==> config.mk <==
export PLATFORM = sky130hd
export DESIGN_NAME = counter_array_pwm16
export DESIGN_NICKNAME = d
export VERILOG_FILES = /design/src/rtl/pwm16_pkg.sv /design/src/rtl/counter_array_pwm16.sv
export VERILOG_INCLUDE_DIRS = /design/src /design/src/rtl
export SDC_FILE = /design/constraint.sdc
export NUM_CORES = 1
export LEC_CHECK = 0
export ABC_AREA = 1
export BUFFER_PORTS_ARGS = -buffer_cell sky130_fd_sc_hd__buf_2
export CAP_MARGIN = 20
export CORE_ASPECT_RATIO = 1.75
export CORE_MARGIN = 8
export CORE_UTILIZATION = 47
export CTS_CLUSTER_DIAMETER = 30
export DETAILED_ROUTE_END_ITERATION = 10
export GPL_TIMING_DRIVEN = 0
export PLACE_DENSITY = 0.67
export SETUP_SLACK_MARGIN = 0.3
export SLEW_MARGIN = 15
export SYNTH_ARGS = -nofsm -noshare
export SYNTH_HDL_FRONTEND = slang
export SYNTH_SLANG_ARGS = --single-unit
==> constraint.sdc <==
create_clock -name clk_i -period 3.2 [get_ports clk_i]
set_input_delay 0.64 -clock clk_i [delete_from_list [all_inputs] [get_ports clk_i]]
set_output_delay 0.64 -clock clk_i [all_outputs]
set_load 0.03 [all_outputs]
==> src/rtl/pwm16_consts.svh <==
// register offsets, field positions, reset values and divider limits
`ifndef PWM16_CONSTS_SVH
`define PWM16_CONSTS_SVH
`define OFS_CTRL_FLAGS 8'hd8
`define OFS_TIMEBASE 8'hd9
`define OFS_MODE 8'hda
`define OFS_CMP_LO 8'hdb
`define OFS_CMP_HI 8'hdc
`define OFS_WAVE_CFG 8'hdd
`define OFS_COUNT_LO 8'hde
`define OFS_COUNT_HI 8'hdf
`define CTRL_OVF_BIT 7
`define CTRL_RUN_BIT 6
`define CTRL_FLAG_BIT 0
`define CTRL_RESET 8'h00
`define CTRL_WMASK 8'hc1
`define MODE_CMP_EN_BIT 6
`define MODE_MATCH_BIT 3
`define MODE_WAVE_BIT 1
`define MODE_IRQ_EN_BIT 0
`define MODE_SIXTEEN_BIT 7
`define MODE_RESET 8'h00
`define WCFG_RELOAD_BIT 7
`define TB_IRQ_EN_BIT 0
`define TB_SEL_LSB 1
`define DIV12 4'hb
`define DIV4 4'h3
`define DIV8 4'h7
`endif

==> src/rtl/pwm16_pkg.sv <==
// types shared by the waveform block
package pwm16_pkg;
  typedef enum logic [2:0] {
    TB_DIV12 = 3'h0,
    TB_DIV4 = 3'h1,
    TB_T0 = 3'h2,
    TB_FALL = 3'h3,
    TB_SYS = 3'h4,
    TB_EXT8 = 3'h5
  } timebase_t;
endpackage
==> src/rtl/counter_array_pwm16.sv <==
// apb slave, 16-bit counter and one sixteen-bit waveform module
//
// Our own choice: the APB interface to the registers.
`timescale 1ns/10ps
`include "pwm16_consts.svh"
module counter_array_pwm16 (
  // clock and reset
  input wire logic clk_i,
  input wire logic nrst_i,
  // apb
  input wire logic psel_i,
  input wire logic penable_i,
  input wire logic pwrite_i,
  input wire logic [31:0] paddr_i,
  input wire logic [31:0] pwdata_i,
  output logic [31:0] prdata_o,
  output logic pready_o,
  output logic pslverr_o,
  // timebase sources
  input wire logic timer0_ovf_i,
  input wire logic ext_in_i,
  input wire logic ext_clk_i,
  // outputs
  output logic module_output_pin_o,
  output logic irq_o
);
  import pwm16_pkg::*;

  logic [7:0] ctrl_q, ctrl_d, mode_q, mode_d, wcfg_q, wcfg_d, tb_q, tb_d;
  logic [15:0] cnt_q, cnt_d, cmp_q, cmp_d, shadow_q, shadow_d;
  logic pin_q, pin_d;
  logic [3:0] div_q, div_d;
  logic [1:0] in_s_q, clk_s_q;
  logic in_prev_q, clk_prev_q;
  logic [2:0] ext_div_q, ext_div_d;
  logic tick, wr, rd, ovf, match, wave_mode, mapped;
  logic [7:0] a;
  logic [7:0] rdat;
  logic [31:0] prdata_q, prdata_d;
  timebase_t tb_sel;

  function automatic logic div_hit(input logic [3:0] v, input logic [3:0] lim);
    div_hit = (v >= lim);
  endfunction

  assign a = paddr_i[9:2];
  // unmapped writes are dropped, not aliased
  assign wr = psel_i & penable_i & pwrite_i & mapped;
  // read launched in setup so that read data leaves a flop
  assign rd = psel_i & ~penable_i & ~pwrite_i;
  assign tb_sel = timebase_t'(tb_q[`TB_SEL_LSB +: 3]);
  assign pready_o = 1'b1;
  assign mapped = (a >= `OFS_CTRL_FLAGS) && (a <= `OFS_COUNT_HI) && (paddr_i[1:0] == 2'b00);
  assign pslverr_o = psel_i & penable_i & ~mapped;

  // pins cross two flip-flops before use
  always_ff @(posedge clk_i) begin
    if (!nrst_i) begin
      in_s_q <= 2'b11;
      clk_s_q <= 2'b00;
      in_prev_q <= 1'b1;
      clk_prev_q <= 1'b0;
    end else begin
      in_s_q <= {in_s_q[0], ext_in_i};
      clk_s_q <= {clk_s_q[0], ext_clk_i};
      in_prev_q <= in_s_q[1];
      clk_prev_q <= clk_s_q[1];
    end
  end

  // timebase tick select
  always_comb begin
    div_d = div_q + 4'h1;
    ext_div_d = ext_div_q;
    if (clk_s_q[1] & ~clk_prev_q) begin
      ext_div_d = ext_div_q + 3'h1;
    end
    tick = 1'b0;
    unique case (timebase_t'(tb_q[`TB_SEL_LSB +: 3]))
      TB_DIV12: tick = div_hit(div_q, `DIV12);
      TB_DIV4: tick = div_hit(div_q, `DIV4);
      TB_T0: tick = timer0_ovf_i;
      TB_FALL: tick = in_prev_q & ~in_s_q[1];
      TB_SYS: tick = 1'b1;
      TB_EXT8: tick = (clk_s_q[1] & ~clk_prev_q) & (ext_div_q == 3'h7);
      default: tick = 1'b0;
    endcase
    if (div_hit(div_q, `DIV12) ||
        (timebase_t'(tb_q[`TB_SEL_LSB +: 3]) == TB_DIV4 && div_hit(div_q, `DIV4))) begin
      div_d = 4'h0;
    end
  end

  // counter, compare, pin and registers
  always_comb begin
    ctrl_d = ctrl_q;
    mode_d = mode_q;
    wcfg_d = wcfg_q;
    tb_d = tb_q;
    cnt_d = cnt_q;
    cmp_d = cmp_q;
    shadow_d = shadow_q;
    pin_d = pin_q;
    // low time only depends on 16-bit compare, no 8..15 bit length field used
    wave_mode = mode_q[`MODE_CMP_EN_BIT] & mode_q[`MODE_WAVE_BIT] &
                mode_q[`MODE_SIXTEEN_BIT];
    ovf = ctrl_q[`CTRL_RUN_BIT] & tick & (cnt_q == 16'hffff);
    match = ctrl_q[`CTRL_RUN_BIT] & tick & (cnt_q + 16'h0001 == cmp_q) &
            mode_q[`MODE_CMP_EN_BIT];
    // software clear first so a same-cycle hardware set wins
    if (wr && a == `OFS_CTRL_FLAGS) begin
      ctrl_d = (ctrl_q & ~`CTRL_WMASK) | (pwdata_i[7:0] & `CTRL_WMASK);
    end
    if (wr && a == `OFS_TIMEBASE) begin
      tb_d = {4'h0, pwdata_i[3:0]};
    end
    if (wr && a == `OFS_WAVE_CFG) begin
      wcfg_d = {pwdata_i[7], 7'h00};
    end
    if (wr && a == `OFS_MODE) begin
      mode_d = pwdata_i[7:0];
    end
    if (wr && a == `OFS_CMP_LO) begin
      if (wcfg_q[`WCFG_RELOAD_BIT]) begin
        shadow_d[7:0] = pwdata_i[7:0];
      end else begin
        cmp_d[7:0] = pwdata_i[7:0];
      end
      mode_d[`MODE_CMP_EN_BIT] = 1'b0;
    end
    if (wr && a == `OFS_CMP_HI) begin
      if (wcfg_q[`WCFG_RELOAD_BIT]) begin
        shadow_d[15:8] = pwdata_i[7:0];
      end else begin
        cmp_d[15:8] = pwdata_i[7:0];
      end
      mode_d[`MODE_CMP_EN_BIT] = 1'b1;
    end
    if (ctrl_q[`CTRL_RUN_BIT] && tick) begin
      cnt_d = cnt_q + 16'h0001;
    end
    if (wr && a == `OFS_COUNT_LO) begin
      cnt_d[7:0] = pwdata_i[7:0];
    end
    if (wr && a == `OFS_COUNT_HI) begin
      cnt_d[15:8] = pwdata_i[7:0];
    end
    if (ovf) begin
      ctrl_d[`CTRL_OVF_BIT] = 1'b1;
      if (wave_mode) begin
        cmp_d = shadow_q;
      end
    end
    if (match && mode_q[`MODE_MATCH_BIT]) begin
      ctrl_d[`CTRL_FLAG_BIT] = 1'b1;
    end
    if (!mode_q[`MODE_CMP_EN_BIT]) begin
      pin_d = 1'b0;
    end else if (wave_mode) begin
      // compare 0 matches at the wrap too, so the pin stays high: 100%
      if (match) begin
        pin_d = 1'b1;
      end else if (ovf) begin
        pin_d = 1'b0;
      end
    end
  end

  always_ff @(posedge clk_i) begin
    if (!nrst_i) begin
      ctrl_q <= `CTRL_RESET;
      mode_q <= `MODE_RESET;
      wcfg_q <= 8'h00;
      tb_q <= 8'h00;
      cnt_q <= 16'h0000;
      cmp_q <= 16'h0000;
      shadow_q <= 16'h0000;
      pin_q <= 1'b0;
      div_q <= 4'h0;
      ext_div_q <= 3'h0;
      prdata_q <= 32'h0000_0000;
    end else begin
      ctrl_q <= ctrl_d;
      mode_q <= mode_d;
      wcfg_q <= wcfg_d;
      tb_q <= tb_d;
      cnt_q <= cnt_d;
      cmp_q <= cmp_d;
      shadow_q <= shadow_d;
      pin_q <= pin_d;
      div_q <= div_d;
      ext_div_q <= ext_div_d;
      prdata_q <= prdata_d;
    end
  end

  // read mux; reads of compare follow reload_select
  always_comb begin
    rdat = 8'h00;
    unique case (a)
      `OFS_CTRL_FLAGS: rdat = ctrl_q & `CTRL_WMASK;
      `OFS_TIMEBASE: rdat = tb_q;
      `OFS_MODE: rdat = mode_q;
      `OFS_CMP_LO: rdat = wcfg_q[`WCFG_RELOAD_BIT] ? shadow_q[7:0] : cmp_q[7:0];
      `OFS_CMP_HI: rdat = wcfg_q[`WCFG_RELOAD_BIT] ? shadow_q[15:8] : cmp_q[15:8];
      `OFS_WAVE_CFG: rdat = wcfg_q;
      `OFS_COUNT_LO: rdat = cnt_q[7:0];
      `OFS_COUNT_HI: rdat = cnt_q[15:8];
      default: rdat = 8'h00;
    endcase
    // value is one cycle old; zero again after the access phase
    prdata_d = 32'h0000_0000;
    if (rd && mapped) begin
      prdata_d = {24'h00_0000, rdat};
    end
  end

  assign prdata_o = prdata_q;
  assign module_output_pin_o = pin_q;
  assign irq_o = (ctrl_q[`CTRL_OVF_BIT] & tb_q[`TB_IRQ_EN_BIT]) |
                 (ctrl_q[`CTRL_FLAG_BIT] & mode_q[`MODE_IRQ_EN_BIT]);
endmodule

==> parameters.txt <==
Parameter                              Value

Run status
  Run status    finished clean

Global routing
  Global Route Usage Sum    27.07%
  Total congestion overflow    0
  Number of antenna violations at the first check in global routing    0
  Wire length of the first global-routing pass    29.90 mm
  Via count of the first global-routing pass    5,475
  Maximum number of pins on one net before global-route repair    17

Critical path
  Type of the worst setup path    reg -> reg
  Worst-path cell chain    ha_1, ha_1, nand3_1, nor2_1, nor2_1, nand3_1, nand2_1, inv_1, nand3_2, buf_4, o211a_1
  CP Launch Type    register
  Element type at the critical path end    register
  Crit-path leading delay family    simple AND/OR/NAND/NOR gates
  Depth of the critical timing path with buffers and inverters included    11
  Delay of the slowest cell on the worst path    0.37 ns
  Worst path buffer plus inverter count    2
  Crit-path slowest cell    dfxtp_1
  Path depth of the worst reg2reg path    11
  Critical Path RT    approximately 3.4 ns
  Arr. time, crit path    roughly 2.7 ns
  Crit path max fanout    10

Clock tree
  Number of clock sinks    86
  Clock root buffer master    clkbuf_16
  Hold buffer count at cts    0
  # H-tree levels    3
  CTS-repair resized insts    0
  TritonCTS buffer count    9
  Post-CTS setup buffer count    0
  Clock insertion delay at the later pin of the skew report    0.35 ns
  Worst-case clock buffer depth    2
  Clock transition at the registers of the reported paths    0.07 ns
  Clock tree from TritonCTS    done

Layout
  Area of the multi-input gates    ~2900 um2
  Ratio of cells with drive above 1 in the final layout    approximately 16%
  Fill cell count    1,104
  Area of all placed cells without fillers    5871 um2
  Area growth, synth to finish    13.83%
  Count of nets after finishing    905
  Sequential cell area    1722 um2
  Final Util    54.88%
  Count of inserted antenna diode cells    0

STA
  Maximum clock skew at final layout    0.01082 ns
  Slew HR    45.17%
  Final setup violation count    0
  Peak Freq    399.8 MHz
  Setup_tns    0 ns
  Count of pins over their slew limit    0
  Clock period minus worst slack    2.501 ns
  RSZ-0062 raised after global routing    no
  Measured slew at the worst slew-check pin    0.8225 ns
  Ratio of final minimum period to clock period    78.17%
  Fin. Hold Viols    0

Route
  DR pass1 iterations    6
  Routed vias/inst    5.767
  Routed wl met3    around 1.1 mm
  Detailed-route wire length on metal 1    7.292 mm
  Post-detailed-route DRC marker count    0
  Remaining antenna violation count    0
  Highest signal layer in the routed design    met4
  Post-detailed-route wirelength per cell    20.49 um
  Total detailed-routing wirelength    about 20 mm
  DRC violation total after the first TritonRoute iteration    509
  Vias after detailed routing    5,559
  Wire length on met2    10.04 mm

Power
  Power Density    about 400 nW/um2
  Maximum VDD drop    0.4230 mV
  Leakage Power    2.510 nW

Synth
  Post-synth EDFFs    0
  Yosys reg bits    86
  Top cells by area, synth    dfxtp_1, nand2_1, o21ai_0
  Synth warn    0
  Most instantiated flip-flop cell in the synthesis netlist    dfxtp_1
  Synth Instances    760
  Fraction of registers with async set/reset    0%
  Total standard cell area after synthesis    5157 um2
  Number of different library cells in the post-synthesis netlist    44
  Area share of the leading cell type in the synthesized netlist    33.38%
  Most frequent cell after synthesis    nand2_1
  Sequential cell area fraction in the yosys report    between 30% and 40%
  Largest area contributor in the synthesized netlist    dfxtp_1
  Most common library cells after synthesis    nand2_1, dfxtp_1, o21ai_0
  Avg Cell Area, Syn    6.786 um2

Die
  Floorplan die area    14,710 um2
  Top-level I/O count    108
  Die X-Extent    between 90 and 100 um
  Placeable core region    10,700 um2
  Cell row count    50
  Starting utilization of the core area    48.21%
  Die outline height    154.6 um

Worst hold path
  Hold Crit Depth    1
  Hold Path Class    reg -> reg

Flow run
  Max cap viols    0

Place
  Count of input and output buffers    35
  Estimated wirelength of the detail-placed design    15.66 mm
  Post-placement cell area    5582 um2
  Routability Congestion    1.011
## worst register-to-register path, cell delays in order, from the launching register on
cell	delay, ns
dfxtp_1	0.37
ha_1	0.16
ha_1	0.15
nand3_1	0.14
nor2_1	0.13
nor2_1	0.05
nand3_1	0.12
nand2_1	0.20
inv_1	0.27
nand3_2	0.27
buf_4	0.29
o211a_1	0.24
## cell families after synthesis
family          count (synthesis)  share of synthesized area [%]
flops                          86                          33.38
buf+inv                       134                          12.64
simple gates                  346                          31.47
compound gates                185                          20.89
xor+xnor                        3                         0.5096
fa+ha+maj                       4                         0.9704
other cells                     2                         0.1456
## cells in the final DEF, fill, tap and decap left out, drive strengths merged, types with 2 or more instances in the layout
cell type  netlist  final
a21oi           50     50
or2              3      3
ha               4      4
o211a            8      8
nand4           14     14
clkinvlp         0      2
nand3           68     68
o22ai            2      2
clkbuf          12     22
inv             84     87
buf             37     72
o21ai           78     78
o221ai           3      3
nor3            12     12
conb             2     25
xor2             3      3
a31oi           25     25
nand2          170    170
nor2            78     78
dfxtp           86     86
clkinv           1      2
o211ai          10     10
a221oi           4      4
## layout make-up
cell class                      count  share of cell area, %
Buffer                             49                  5.627
Clock buffer                       10                  4.071
Clock inverter                      6                 0.8525
Inverter                           85                  5.477
Multi-Input combinational cell    563                  48.89
Sequential cell                    86                  29.33
Tap cell                          130                  2.771
Timing Repair Buffer               35                  2.984
## worst paths after layout
check / endpoint / slack (ns) / from
min: in_s_q[1] / 0.42 / in_s_q[0]
max: cmp_q[15] / 0.70 / ext_div_q[0]
max reg2reg: cmp_q[15] / 0.70 / ext_div_q[0]
min reg2reg: in_s_q[1] / 0.42 / in_s_q[0]
## per-stage QoR
step	setup WS [ns]	hold WS, ns	instances	total power [mW]
final	0.6985	0.4187	964	2.296
after global routing	0.6096	0.4490	964	2.348
after global placement	0.7628	0.4038	948	1.276
after floorplan	1.230	0.3905	783	1.225
after CTS	0.7556	0.4184	964	2.296
after detailed placement	0.7795	0.4013	948	1.279
## registers in the layout (all words and copies together), names as in the netlist, 2 cells and up
| name | count |
|---|---|
| div_q | 4 |
| clk_s_q | 2 |
| prdata_o | 8 |
| ctrl_q | 3 |
| mode_q | 8 |
| in_s_q | 2 |
| cnt_q | 16 |
| tb_q | 4 |
| shadow_q | 16 |
| ext_div_q | 3 |
| cmp_q | 16 |
## per-layer routing
layer	up-vias	global-route usage (%)
met5	-	0
met4	0	19.09
met3	75	3.635
met2	254	47.83
met1	2582	28.05
li1	2648	-
## power breakdown
group | switching [mW] | leakage (nW) | internal [mW]
sequential | 0.00440 | 0.694 | 1.08
clock | 0.479 | 0.136 | 0.557
combinational | 0.125 | 1.68 | 0.0524
total | 0.608 | 2.51 | 1.69
(Power assumes the default switching activity.)
